==> config.mk <==
export PLATFORM = sky130hd
export DESIGN_NAME = lvocr_regs
export DESIGN_NICKNAME = d
export VERILOG_FILES = /design/src/rtl/lvocr_pkg.sv /design/src/rtl/lvocr_regs.sv
export SDC_FILE = /design/constraint.sdc
export NUM_CORES = 1
export LEC_CHECK = 0
export ABC_CLOCK_PERIOD_IN_PS = 2740
export BUFFER_PORTS_ARGS = -buffer_cell sky130_fd_sc_hd__buf_2
export CAP_MARGIN = 20
export CORE_MARGIN = 2
export CORE_UTILIZATION = 45
export DETAILED_ROUTE_END_ITERATION = 10
export PLACE_DENSITY = 0.71
export SLEW_MARGIN = 20
export SYNTH_ARGS = -nofsm -noshare
export SYNTH_HDL_FRONTEND = slang
export SYNTH_SLANG_ARGS = --single-unit
export TNS_END_PERCENT = 1
==> constraint.sdc <==
create_clock -name pclk -period 2.74 [get_ports pclk]
set_input_delay 0.548 -clock pclk [delete_from_list [all_inputs] [get_ports pclk]]
set_output_delay 0.548 -clock pclk [all_outputs]
set_load 0.02 [all_outputs]
==> src/rtl/lvocr_pkg.sv <==
// constants for the lvds output control register bank
package lvocr_pkg;
  // register indices; byte address is four times the index
  localparam logic [9:0] IDX_CTRL   = 10'h204;
  localparam logic [9:0] IDX_PAT    = 10'h205;
  localparam logic [9:0] IDX_CSE    = 10'h206;
  localparam logic [9:0] IDX_STATUS = 10'h208;
  localparam logic [9:0] IDX_CFG    = 10'h20c;
  localparam logic [9:0] IDX_USER_PATTERN   = 10'h20d;
  localparam int         AW         = 12;
  // lvds_control fields
  localparam int CTRL_SCR    = 4;
  localparam int CTRL_SRC_LO = 2;
  localparam int CTRL_FMT    = 1;
  // pattern_select fields
  localparam int PAT_ACT_LO = 4;
  // link_status fields
  localparam int ST_LEVEL = 5;
  localparam int ST_REALN = 4;
  localparam int ST_ALN   = 3;
  // link_config fields
  localparam int CFG_EN    = 0;
  localparam int CFG_LANE  = 1;
  localparam int CFG_PD_LO = 2;
  localparam int CFG_TSRX  = 4;
  localparam int CFG_SWREQ = 5;
  localparam int CFG_ALM   = 8;
  // reset values
  localparam logic [7:0]  CTRL_RST = 8'h02;
  localparam logic [7:0]  PAT_RST  = 8'h02;
  localparam logic [7:0]  CSE_RST  = 8'hff;
  localparam logic [7:0]  CFG_RST  = 8'h22;
  localparam logic [11:0] USER_PATTERN_RST = 12'h000;
  localparam logic [14:0] LFSR_SEED = 15'h7fff;
  // request source codes
  typedef enum logic [1:0] {
    SRC_PIN  = 2'h0,
    SRC_TS   = 2'h1,
    SRC_NONE = 2'h2
  } lvocr_src_e;
  // pattern codes
  localparam logic [3:0] ACT_SAMPLES = 4'h0;
  localparam logic [3:0] ACT_USER    = 4'h1;
  localparam logic [3:0] ALN_USER    = 4'h1;
  localparam logic [3:0] ALN_LSB     = 4'h2;
  localparam logic [3:0] ALN_ALL     = 4'h3;
endpackage

==> src/rtl/lvocr_regs.sv <==
// lvds output control registers, pattern mux and output gating
// What this block does
// - scramble bit scrambles all data and strobes
// - source field selects request, default pin
// - source 1 uses timestamp pair receiver
// - source 2 ignores all request pins
// - format bit: offset binary or twos complement
// - active pattern: samples or user pattern
// - alignment pattern code 1 sends user pattern
// - code 2 puts strobe on sample lsb
// - code 3 strobe on all lanes, strobes
// - per-output clock and strobe enables
// - unused bus loses clock and strobe
// - status shows live selected request level
// - realign event sets realigned flag
// - write one clears realigned, alarm kept
// - reference edge while enabled sets aligned
// - write one clears aligned until next edge
// - software request bit low always requests alignment
// - disabled interface: reset, bus outputs off, clocks off
// - lane mode: two or four buses
// - powered-down channel loses its buses
//
// The APB slave port was left to the implementer.
module lvocr_regs (
  input  wire logic                      pclk,
  input  wire logic                      presetn,
  input  wire logic [lvocr_pkg::AW-1:0]  paddr,
  input  wire logic                      psel,
  input  wire logic                      penable,
  input  wire logic                      pwrite,
  input  wire logic [31:0]               pwdata,
  input  wire logic [3:0]                pstrb,
  output logic      [31:0]               prdata,
  output logic                           pready,
  output logic                           pslverr,
  input  wire logic                      align_request_pin,
  input  wire logic                      timestamp_input_pair,
  input  wire logic                      system_reference,
  input  wire logic                      clock_realign_event,
  input  wire logic                      frame_strobe,
  input  wire logic [47:0]               sample_in,
  output logic      [47:0]               bus_data,
  output logic      [3:0]                bus_frame_strobe,
  output logic      [3:0]                bus_data_clock,
  output logic                           align_request_active
);
  logic [7:0]  ctrl_ff;
  logic [7:0]  pat_ff;
  logic [7:0]  cse_ff;
  logic [5:0]  cfg_ff;
  logic        alarm_ff;
  logic [11:0] user_pattern_ff;
  logic        realigned_ff;
  logic        aligned_ff;
  logic        pready_ff;
  logic        pslverr_ff;
  logic [31:0] prdata_ff;
  logic [2:0]  meta_ff;
  logic [2:0]  sync_ff;
  logic        sref_prev_ff;
  logic [14:0] lfsr_ff;
  logic        clk_tog_ff;
  logic [47:0] bus_data_ff;
  logic [3:0]  stb_ff;
  logic [3:0]  dclk_ff;
  logic        req_ff;
  logic [9:0]  idx;
  logic        hit;
  logic        access;
  logic        wr_ok;
  logic [31:0] rd_data;
  logic        sel_n;
  logic        align_active;
  logic        sref_rise;
  logic        iface_en;
  logic [3:0]  bus_used;
  wire  [47:0] nxt_bus_data;
  wire  [3:0]  nxt_stb;
  lvocr_pkg::lvocr_src_e src;

  // field views
  assign iface_en = cfg_ff[lvocr_pkg::CFG_EN];
  assign src      = lvocr_pkg::lvocr_src_e'(ctrl_ff[lvocr_pkg::CTRL_SRC_LO +: 2]);
  assign idx      = paddr[lvocr_pkg::AW-1:2];

  // apb decode
  always_comb begin
    hit = (paddr[1:0] == 2'h0) &&
          (idx == lvocr_pkg::IDX_CTRL || idx == lvocr_pkg::IDX_PAT ||
           idx == lvocr_pkg::IDX_CSE || idx == lvocr_pkg::IDX_STATUS ||
           idx == lvocr_pkg::IDX_CFG || idx == lvocr_pkg::IDX_USER_PATTERN);
    rd_data = 32'h0000_0000;
    case (idx)
      lvocr_pkg::IDX_CTRL:   rd_data[7:0] = ctrl_ff;
      lvocr_pkg::IDX_PAT:    rd_data[7:0] = pat_ff;
      lvocr_pkg::IDX_CSE:    rd_data[7:0] = cse_ff;
      lvocr_pkg::IDX_STATUS: rd_data[7:0] = {2'h0, sel_n, realigned_ff, aligned_ff, 3'h0};
      lvocr_pkg::IDX_CFG:    rd_data[8:0] = {alarm_ff, 2'h0, cfg_ff};
      lvocr_pkg::IDX_USER_PATTERN:   rd_data[11:0] = user_pattern_ff;
      default:               rd_data = 32'h0000_0000;
    endcase
  end

  assign access = psel & penable & ~pready_ff;
  assign wr_ok  = psel & penable & pready_ff & pwrite & ~pslverr_ff;

  // apb answer, one wait state
  always_ff @(posedge pclk or negedge presetn) begin
    if (!presetn) begin
      pready_ff  <= 1'b0;
      pslverr_ff <= 1'b0;
      prdata_ff  <= 32'h0000_0000;
    end else begin
      pready_ff  <= access;
      pslverr_ff <= access & ~hit;
      prdata_ff  <= (access & ~pwrite & hit) ? rd_data : 32'h0000_0000;
    end
  end

  // software control registers
  always_ff @(posedge pclk or negedge presetn) begin
    if (!presetn) begin
      ctrl_ff <= lvocr_pkg::CTRL_RST;
      pat_ff  <= lvocr_pkg::PAT_RST;
      cse_ff  <= lvocr_pkg::CSE_RST;
      cfg_ff  <= lvocr_pkg::CFG_RST[5:0];
      user_pattern_ff <= lvocr_pkg::USER_PATTERN_RST;
    end else if (wr_ok) begin
      if (pstrb[0]) begin
        case (idx)
          lvocr_pkg::IDX_CTRL: ctrl_ff <= pwdata[7:0];
          lvocr_pkg::IDX_PAT:  pat_ff  <= pwdata[7:0];
          lvocr_pkg::IDX_CSE:  cse_ff  <= pwdata[7:0];
          lvocr_pkg::IDX_CFG:  cfg_ff  <= pwdata[5:0];
          lvocr_pkg::IDX_USER_PATTERN: user_pattern_ff[7:0] <= pwdata[7:0];
          default: ;
        endcase
      end
      if (pstrb[1] && idx == lvocr_pkg::IDX_USER_PATTERN) begin
        user_pattern_ff[11:8] <= pwdata[11:8];
      end
    end
  end

  // two-stage synchronisers for pins
  always_ff @(posedge pclk or negedge presetn) begin
    if (!presetn) begin
      meta_ff      <= 3'h7;
      sync_ff      <= 3'h7;
      sref_prev_ff <= 1'b1;
    end else begin
      meta_ff      <= {system_reference, timestamp_input_pair, align_request_pin};
      sync_ff      <= meta_ff;
      sref_prev_ff <= sync_ff[2];
    end
  end
  assign sref_rise = sync_ff[2] & ~sref_prev_ff;

  // request source select and effective request
  always_comb begin
    case (src)
      lvocr_pkg::SRC_PIN:  sel_n = sync_ff[0];
      lvocr_pkg::SRC_TS:   sel_n = cfg_ff[lvocr_pkg::CFG_TSRX] ? sync_ff[1] : 1'b1;
      lvocr_pkg::SRC_NONE: sel_n = 1'b1;
      default:             sel_n = 1'b1;
    endcase
    align_active = ~sel_n | ~cfg_ff[lvocr_pkg::CFG_SWREQ];
  end

  // status flags, set wins over clear
  always_ff @(posedge pclk or negedge presetn) begin
    if (!presetn) begin
      realigned_ff <= 1'b0;
      aligned_ff   <= 1'b0;
      alarm_ff     <= 1'b0;
    end else begin
      if (clock_realign_event) begin
        realigned_ff <= 1'b1;
      end else if (wr_ok && pstrb[0] && idx == lvocr_pkg::IDX_STATUS &&
                   pwdata[lvocr_pkg::ST_REALN]) begin
        realigned_ff <= 1'b0;
      end
      if (sref_rise && iface_en) begin
        aligned_ff <= 1'b1;
      end else if (wr_ok && pstrb[0] && idx == lvocr_pkg::IDX_STATUS &&
                   pwdata[lvocr_pkg::ST_ALN]) begin
        aligned_ff <= 1'b0;
      end
      if (clock_realign_event) begin
        alarm_ff <= 1'b1;
      end else if (wr_ok && pstrb[1] && idx == lvocr_pkg::IDX_CFG &&
                   pwdata[lvocr_pkg::CFG_ALM]) begin
        alarm_ff <= 1'b0;
      end
    end
  end

  // scrambler and clock toggle, held in reset while disabled
  always_ff @(posedge pclk or negedge presetn) begin
    if (!presetn) begin
      lfsr_ff    <= lvocr_pkg::LFSR_SEED;
      clk_tog_ff <= 1'b0;
    end else if (!iface_en) begin
      lfsr_ff    <= lvocr_pkg::LFSR_SEED;
      clk_tog_ff <= 1'b0;
    end else begin
      lfsr_ff    <= {lfsr_ff[13:0], lfsr_ff[14] ^ lfsr_ff[13]};
      clk_tog_ff <= ~clk_tog_ff;
    end
  end

  // output word of one bus
  // every input is an argument so the continuous assign follows each of them
  function automatic logic [11:0] bus_word(input logic [11:0] raw,
                                           input logic [7:0]  ctl,
                                           input logic [7:0]  pat,
                                           input logic [11:0] user_pattern,
                                           input logic        aln,
                                           input logic        fstb,
                                           input logic [11:0] scr_bits);
    logic [11:0] act;
    logic [11:0] w;
    act = ctl[lvocr_pkg::CTRL_FMT] ? {~raw[11], raw[10:0]} : raw;
    if (pat[lvocr_pkg::PAT_ACT_LO +: 4] == lvocr_pkg::ACT_USER) begin
      act = user_pattern;
    end
    w = act;
    if (aln) begin
      case (pat[3:0])
        lvocr_pkg::ALN_USER: w = user_pattern;
        lvocr_pkg::ALN_LSB:  w = {act[11:1], fstb};
        lvocr_pkg::ALN_ALL:  w = {12{fstb}};
        default:             w = act;
      endcase
    end
    if (ctl[lvocr_pkg::CTRL_SCR]) begin
      w = w ^ scr_bits;
    end
    return w;
  endfunction

  // per-bus use, data and strobe
  genvar gi;
  generate
    for (gi = 0; gi < 4; gi++) begin : g_bus
      assign bus_used[gi] = iface_en & (cfg_ff[lvocr_pkg::CFG_LANE] | (gi < 2)) &
                            ~cfg_ff[lvocr_pkg::CFG_PD_LO + (gi % 2)];
      assign nxt_bus_data[gi*12 +: 12] = bus_word(sample_in[gi*12 +: 12], ctrl_ff, pat_ff,
                                                  user_pattern_ff, align_active, frame_strobe,
                                                  lfsr_ff[11:0]);
      assign nxt_stb[gi] = frame_strobe ^ (ctrl_ff[lvocr_pkg::CTRL_SCR] & lfsr_ff[14]);
    end
  endgenerate

  // registered lvds outputs with gating
  always_ff @(posedge pclk or negedge presetn) begin
    if (!presetn) begin
      bus_data_ff <= 48'h0000_0000_0000;
      stb_ff      <= 4'h0;
      dclk_ff     <= 4'h0;
      req_ff      <= 1'b0;
    end else begin
      for (int i = 0; i < 4; i++) begin
        bus_data_ff[i*12 +: 12] <= bus_used[i] ? nxt_bus_data[i*12 +: 12] : 12'h000;
        stb_ff[i]  <= bus_used[i] & cse_ff[4+i] & nxt_stb[i];
        dclk_ff[i] <= bus_used[i] & cse_ff[i] & clk_tog_ff;
      end
      req_ff <= align_active;
    end
  end

  assign prdata               = prdata_ff;
  assign pready               = pready_ff;
  assign pslverr              = pslverr_ff;
  assign bus_data             = bus_data_ff;
  assign bus_frame_strobe     = stb_ff;
  assign bus_data_clock       = dclk_ff;
  assign align_request_active = req_ff;
endmodule // lvocr_regs

==> metrics.cfg, run 1 <==
[global_routing]
grt_pass1_vias=5336
antenna_found_initial=0
grt_max_degree=78
grt_usage=0.225
grt_pass1_wl_um=28100
overflow=0

[synthesis]
synth_area_um2=6840
avgSynthCellArea_um2=10.2
synth_ff_type=dfrtp_1
ys_types=52
yosysWarnings=0
yosys.area.top_type_share=0.384
ys_seq_area_frac=0.515
postSynthCellCount=672
synth.largest_area_cell=dfrtp_1
ys_async_sr_fraction=1.00
synth-edff-count=0
ys_ff_latch=139
synth_area_leaders=dfrtp_1, dfstp_2, mux2_2, nand2_1, and3_1

[cts]
post_cts_buffers=0
cts_hold_repair.buffers=0
clock_path_buffers=2
cts.sinks=139
cts_buffers=17
root_buffer=clkbuf_16
cts_tree=yes
htreeDepth=4
clk_pin_slew_worst_paths_ps=60
cts_resized=0
insertion_delay_ps=430

[placed_design]
place_hpwl_um=12900
routabilityCongestion=0.871
dp_cells=999
portBuffers=154

[critical_path]
crit_type=flop to flop
cp_max_fo=14
start_kind=flop
endpoint_kind=flop
crit_required_ps=3050
cp.arrival_ps=2650

[cells_and_area]
multi_input_area_um2=3120
antennaDiodeCount=0
regArea_um2=3520
drive_gt1_frac=0.337
layout_commonest_cell=buf_2
fill_cells=1339
syn2layout_area_growth_pct=24.0
fin_cells=1031
layout_common_cells=buf_2, dfrtp_1, nand2_1
nNetsFinal=936

[floorplan]
ioPinCount=197
fp-row-count=45
initial_core_util=0.455
die_w_um=127
fp.dieH_um=127
coreArea_um2=15000
dieArea_um2=16200

[timing]
skew_ps=8.10
hold_violations=0
final-setup-viol-count=0
fmax_ghz=0.426
grt_setup_unrepaired=false
max-slew-margin-rel=0.490
slew_viol_final=0
post-route-min-period_ps=2350
setup_tns_ps=0
worst_pin_slew_ps=756
fin_crit_sh=0.856

[pwr]
p_clk_frac=0.530
power_switching_mw=1.02
power.internal_mw=3.95
p_sw_frac=0.205
leakagePower_nw=4.34
p_seq_frac=0.417
powerDensity_nw_per_um2=585
peakVddDrop_mv=0.388
comb_power_share=0.053

[route]
vias=5594
wl_um=17800
routedWlPerCell_um=17.3
dr.pass1.iters=5
viasPerCell=5.43
drc=0
drt-initial-drc-count=378
ant_nets=0

[run_status]
status=complete, no violations

[hold_path]
hp-class=primary input to async pin

[flow_run]
drv_cap=0

synth_stat cells, types with 3 or more instances:
cell type	instances
a21oi_1	42
a22oi_1	5
a2bb2oi_1	3
and2_1	4
and3_1	52
buf_4	21
clkbuf_1	25
dfrtp_1	105
dfstp_2	34
inv_1	3
mux2_2	43
mux2i_1	14
nand2_1	89
nand2b_1	28
nand3_1	56
nor2_1	26
nor2b_1	5
o21a_1	42
o21ai_0	16
o31ai_1	6
xor2_1	8
power groups by stage:
stage	Sequential (mW)	Combinational [mW]	Clock (mW)
floorplan	2.11	0.143	0
global placement	2.11	0.262	0
detailed placement	2.11	0.264	0
CTS	2.07	0.267	2.67
global route	2.07	0.296	2.78
finish	2.07	0.264	2.63
kinds of logic after synthesis:
group                     count (synthesis)  share of synthesized area
AOI/OAI and AO/OA                       131                      0.126
xor gates and xnor gates                 10                     0.0128
buffers and inverters                    54                     0.0415
DFF                                     139                      0.515
muxes                                    57                     0.0912
other                                     1                   0.000548
and+or+nand+nor                         280                      0.213
worst max-delay path, cell delays in order (launching register included):
cell and delay [ps]:
dfrtp_1 420, a211oi_1 490, o211a_1 540, nand3_1 350
and3_1 250, o21a_1 170
path summary, 6_finish.rpt:
path                                        startpoint                endpoint  slack (ps)  cells past startpoint
worst max-delay path            ctrl_ff[3]$_DFFE_PN0P_  bus_data[38]$_DFF_PN0_         390                      5
worst min-delay path                           presetn  bus_data[44]$_DFF_PN0_         140                      1
worst max register to register  ctrl_ff[3]$_DFFE_PN0P_  bus_data[38]$_DFF_PN0_         390                      5
worst min register to register    meta_ff[1]$_DFF_PN1_    sync_ff[1]$_DFF_PN1_         360                      0
max in group asynchronous                      presetn  bus_data[45]$_DFF_PN0_        1820                      2
min in group pclk                    align_request_pin    meta_ff[0]$_DFF_PN1_         220                      1
metrics by stage:
stage / total power [mW] / worst slack (ps) / utilization / hold WS, ps / instance area (µm²)
6_report: 4.96 / 395 / 0.564 / 136 / 8480
5_1_grt: 5.15 / 174 / 0.564 / 189 / 8480
4_1_cts: 5.01 / 387 / 0.564 / 163 / 8480
3_5_place_dp: 2.37 / 334 / 0.519 / 347 / 7800
3_3_place_gp: 2.37 / 351 / 0.519 / 346 / 7800
2_1_floorplan: 2.25 / 482 / - / 252 / 6910
routing by layer:
metal	global-route usage	vias to the layer above	share of wire
met5	0	-	0
met4	0.0672	0	0.014
met3	0.0498	20	0.063
met2	0.371	208	0.48
met1	0.299	2703	0.44
li1	-	2663	-
layout make-up:
cell class              count  area share
inverters                   4     0.00177
flip-flops and latches    139       0.415
multi-input cells         498       0.367
well taps                 188      0.0277
repair buffers            170       0.107
clock inverters            10      0.0251
clock buffers              22      0.0559
sequential cells by signal, summed over array words and instances (netlist names):
name / cells
bus_frame_strobe: 4
sref_prev_ff: 1
user_pattern_ff: 12
cfg_ff: 6
pready: 1
bus_data: 48
sync_ff: 3
cse_ff: 8
ctrl_ff: 8
aligned_ff: 1
bus_data_clock: 4
clk_tog_ff: 1
pslverr: 1
prdata: 12
lfsr_ff: 15
realigned_ff: 1
align_request_active: 1
pat_ff: 8
meta_ff: 3
alarm_ff: 1
(Power assumes the default switching activity.)
==> run 2, diff against run 1 <==
- CORE_ASPECT_RATIO: not set -> 0.9
==> metrics.cfg, run 2 (synthesis results as in run 1) <==
[floorplan]
coreArea_um2=14800  ; -1.8%
dieArea_um2=16200  ; about the same
initial_core_util=0.463  ; +0.00822
fp-row-count=42  ; -6.7%
ioPinCount=197  ; unchanged
die_w_um=134  ; +5.2%
fp.dieH_um=121  ; -5.0%

[pwr]
power_switching_mw=0.999  ; -1.7%
p_seq_frac=0.465  ; +0.048
comb_power_share=0.059  ; +0.006
leakagePower_nw=4.30  ; -1.1%
peakVddDrop_mv=0.404  ; +4.2%
powerDensity_nw_per_um2=533  ; -9.0%
power.internal_mw=3.46  ; -12%
p_clk_frac=0.477  ; -0.053
p_sw_frac=0.224  ; +0.0195
p_total_mw=4.46  ; -10%

[timing]
fin_hold_ws_ps=127  ; -9.28 ps
fmax_ghz=0.430  ; +0.73%
grt_setup_unrepaired=false
skew_ps=10.8  ; +2.74 ps
fin_crit_sh=0.850  ; -0.00619
slew_viol_final=0  ; unchanged
max-slew-margin-rel=0.411  ; -0.0790
hold_violations=0  ; unchanged
setup_tns_ps=0  ; unchanged
worst_pin_slew_ps=873  ; +117 ps
final-setup-viol-count=0  ; unchanged
post-route-min-period_ps=2330  ; -17.0 ps

[cells_and_area]
drive_gt1_frac=0.335  ; -0.00198
syn2layout_area_growth_pct=22.3
fill_cells=1329  ; -0.75%
largest_reg_flops=48  ; unchanged
layout_commonest_cell=buf_2
fin_cells=1040  ; +0.87%
fin_util=0.567  ; +0.00230
layout_common_cells=buf_2, dfrtp_1, nand2_1
nNetsFinal=935  ; -0.11%
antennaDiodeCount=0  ; unchanged

[global_routing]
grt_pass1_vias=5265  ; -1.3%
grt_max_degree=68  ; -13%
overflow=0  ; unchanged
grt_usage=0.226  ; +0.00166
antenna_found_initial=0  ; unchanged
grt_pass1_wl_um=27700  ; -1.4%

[hold_path]
hp-class=primary input to async pin

[critical_path]
cpPeakStageDelay_ps=830  ; +290 ps
crit_path_cell_trace=or4b_1 -> buf_4 -> nand2_1 -> nand3_1 -> and3_1 -> o21a_1
crit_type=flop to flop
cp_max_fo=32  ; +18
cpMaxStageDelayCell=or4b_1
endpoint_kind=flop
start_kind=flop
cp.arrival_ps=2640  ; about the same
crit_required_ps=3050  ; about the same

[placed_design]
dp_cells=1008  ; +0.90%
place_hpwl_um=12800  ; -0.66%
portBuffers=154  ; unchanged
routabilityCongestion=0.841  ; -3.4%

[route]
viasPerCell=5.35  ; -1.4%
vias=5564  ; -0.54%
ant_nets=0  ; unchanged
dr.pass1.iters=4  ; -1
drt-initial-drc-count=377  ; -0.26%
wl_um=17900  ; +0.56%
drc=0  ; unchanged
routedWlPerCell_um=17.2  ; -0.31%

[cts]
insertion_delay_ps=430  ; about the same
cts_resized=0  ; unchanged
root_buffer=clkbuf_16
clock_path_buffers=2  ; unchanged
cts_buffers=17  ; unchanged
htreeDepth=4  ; unchanged
cts.sinks=139  ; unchanged
clk_pin_slew_worst_paths_ps=60  ; about the same
cts_tree=yes
post_cts_buffers=0  ; unchanged
cts_hold_repair.buffers=0  ; unchanged

[flow_run]
drv_cap=0  ; unchanged

[run_status]
status=complete, no violations

-- run 2: through the flow --
step	area [µm²]	setup WS [ps]
floorplan	6910	482
global placement	7810	323
detailed placement	7810	327
CTS	8370	437
global route	8370	314
finish	8370	412
-- run 2: path summary, 6_finish.rpt --
check,slack (ps),startpoint,depth (start not counted),end
max,410,pat_ff[5]$_DFFE_PN0P_,6,bus_data[26]$_DFF_PN0_
min in group pclk,220,timestamp_input_pair,1,meta_ff[1]$_DFF_PN1_
max in group asynchronous,1900,presetn,2,lfsr_ff[11]$_DFF_PN1_
max reg2reg,410,pat_ff[5]$_DFFE_PN0P_,6,bus_data[26]$_DFF_PN0_
min,130,presetn,1,prdata[4]$_DFF_PN0_
min reg2reg,360,meta_ff[2]$_DFF_PN1_,0,sync_ff[2]$_DFF_PN1_
-- run 2: per-layer routing --
metal  up-vias  part of all wire  track usage
met2       201              0.48        0.362
met4         0             0.015       0.0698
met1      2681              0.45        0.306
met5         -                 0            0
li1       2658                 -            -
met3        24             0.063       0.0543
-- run 2: power by group through the flow --
stage               clock (mW)  sequential [mW]  combinational (mW)
floorplan                    0             2.11               0.143
global placement             0             2.11               0.259
detailed placement           0             2.11               0.262
CTS                       2.16             2.07               0.263
global route              2.27             2.07               0.292
finish                    2.12             2.07               0.262
-- run 2: final cells by class --
class	count	area [µm²]	area share
sequential	139	3520	0.421
multi-input combinational	498	3120	0.372
timing repair buffer	169	915	0.109
clock buffer	25	515	0.0616
tap	198	248	0.0296
clock inverter	7	37.5	0.00449
inverter	4	15.0	0.00179
-- run 2: worst max-delay path, delay by kind of cell (launching register included) --
kind,cells,cell delay (ps)
buffers and inverters,1,370
flip-flops,1,410
AO/OA/AOI/OAI,1,170
AND/OR/NAND/NOR,4,1260
==> run 3, diff against run 2 <==
- ABC_CLOCK_PERIOD_IN_PS: 2740 -> 2300
- clock period: 2.74 -> 2.3 ns (I/O delays scaled with it)
==> metrics.cfg, run 3 (synthesis results as in run 1) <==
[run_status]
status=complete, no violations

[cts]
cts_buffers=17  ; unchanged
cts_tree=yes
htreeDepth=4  ; unchanged
clock_path_buffers=2  ; unchanged
root_buffer=clkbuf_16
clk_pin_slew_worst_paths_ps=60  ; about the same
insertion_delay_ps=420  ; about the same
cts.sinks=139  ; unchanged

[critical_path]
reg2regPathDepth=5  ; -1
cp_max_fo=16  ; -50%
rr_endpoint=bus_data[24]$_DFF_PN0_
setup.worst_path.start=pat_ff[1]$_DFFE_PN1P_
crit_path_cell_trace=nand2_1 -> o21a_1 -> o311ai_0 -> a211o_1 -> o21ai_0
r2r_slack_ps=130  ; -280 ps
crit_required_ps=2580  ; -470 ps
crit_type=flop to flop
rr_startpoint=pat_ff[1]$_DFFE_PN1P_
start_kind=flop
cp.arrival_ps=2440  ; -200 ps
cpMaxStageDelayCell=dfstp_2
endpoint_kind=flop
cpPeakStageDelay_ps=720  ; -110 ps

[placed_design]
routabilityCongestion=0.859  ; +2.1%
place_hpwl_um=13000  ; +1.2%
dp_cells=1019  ; +1.1%
portBuffers=154  ; unchanged

[route]
drt-initial-drc-count=358  ; -5.0%
ant_nets=0  ; unchanged
vias=5659  ; +1.7%
routedWlPerCell_um=17.2  ; about the same
drc=0  ; unchanged
viasPerCell=5.38  ; +0.55%
wl_um=18100  ; +1.2%
dr.pass1.iters=5  ; +1

[global_routing]
grt_pass1_vias=5347  ; +1.6%
grt_usage=0.230  ; +0.00387
overflow=0  ; unchanged
grt_pass1_wl_um=28400  ; +2.3%
antenna_found_initial=0  ; unchanged
grt_max_degree=46  ; -32%

[floorplan]
fp-row-count=42  ; unchanged
initial_core_util=0.463  ; unchanged
fp.dieH_um=121  ; unchanged
coreArea_um2=14800  ; unchanged
dieArea_um2=16200  ; unchanged
die_w_um=134  ; unchanged
ioPinCount=197  ; unchanged

[pwr]
leakagePower_nw=4.38  ; +2.0%
peakVddDrop_mv=0.580  ; +43%
powerDensity_nw_per_um2=657  ; +23%

[timing]
max-slew-margin-rel=0.428  ; +0.0172
fmax_ghz=0.462  ; +7.4%
grt_setup_unrepaired=false
worst_pin_slew_ps=847  ; -25.5 ps
hold_violations=0  ; unchanged
final-setup-viol-count=0  ; unchanged
fin_crit_sh=0.942  ; +0.0924
fin_hold_ws_ps=138  ; +10.9 ps
setup_tns_ps=0  ; unchanged
post-route-min-period_ps=2170  ; -161 ps
skew_ps=6.66  ; -4.19 ps
slew_viol_final=0  ; unchanged

[cells_and_area]
multi_input_area_um2=3120  ; unchanged
antennaDiodeCount=0  ; unchanged
fin_cells=1052  ; +1.2%
largest_reg_flops=48  ; unchanged
layout_commonest_cell=buf_2
fill_cells=1302  ; -2.0%
syn2layout_area_growth_pct=24.9
layout_common_cells=buf_2, dfrtp_1, nand2_1
regArea_um2=3520  ; unchanged
fin_util=0.579  ; +0.0122
drive_gt1_frac=0.344  ; +0.00935
nNetsFinal=947  ; +1.3%

[flow_run]
drv_cap=0  ; unchanged

[hold_path]
min-delay-start=system_reference
worst_hold_path.endpoint=meta_ff[2]$_DFF_PN1_
hp-class=primary input to flop
whs_path_depth=1

## run 3: routing by layer
layer	track usage	wire length, µm	vias to the layer above
met3	0.0439	1090	30
li1	-	-	2690
met1	0.311	8040	2727
met2	0.369	8630	212
met4	0.0891	390	0
met5	0	0	-
## run 3: layout make-up
cell class	instances	share of cell area
Multi-Input combinational cell	498	0.365
Clock buffer	25	0.0591
Inverter	4	0.00176
Timing Repair Buffer	181	0.121
Sequential cell	139	0.412
Clock inverter	7	0.0129
Tap cell	198	0.0290
## run 3: worst max-delay path: cells and delay by family (launching register included)
kind,cells,cell delay [ps]
AO/OA/AOI/OAI,4,1180
flip-flops,1,720
AND/OR/NAND/NOR,1,130
## run 3: where the power goes
| group | total, mW | internal (mW) | switching (mW) |
|---|---|---|---|
| Combinational | 0.317 | 0.126 | 0.192 |
| Sequential | 2.47 | 2.46 | 0.00475 |
| Clock | 2.83 | 1.84 | 0.989 |
| Total | 5.62 | 4.43 | 1.19 |
## run 3: worst max-delay path by stage
stage	endpoint	slack, ps
after floorplan	ctrl_ff[0]$_DFFE_PN0P_	130
after global placement	ctrl_ff[7]$_DFFE_PN0P_	110
after detailed placement	cfg_ff[4]$_DFFE_PN0P_	90
after CTS	bus_data[25]$_DFF_PN0_	160
after global routing	bus_data[24]$_DFF_PN0_	30
final	bus_data[24]$_DFF_PN0_	130
## run 3: stage by stage
stage	total power, mW	setup slack (ps)	area, µm²
after global routing	5.81	31.7	8550
after detailed placement	2.82	87.5	7920
after floorplan	2.68	130	6910
after global placement	2.82	113	7920
final	5.62	133	8550
after CTS	5.66	159	8550
## run 3: what timing repair did
action,4_1_cts,5_1_grt
setup endpoints to repair,0,3
hold buffers,1,0
setup buffers,0,0
hold endpoints to repair,33,0
resized for setup,0,1
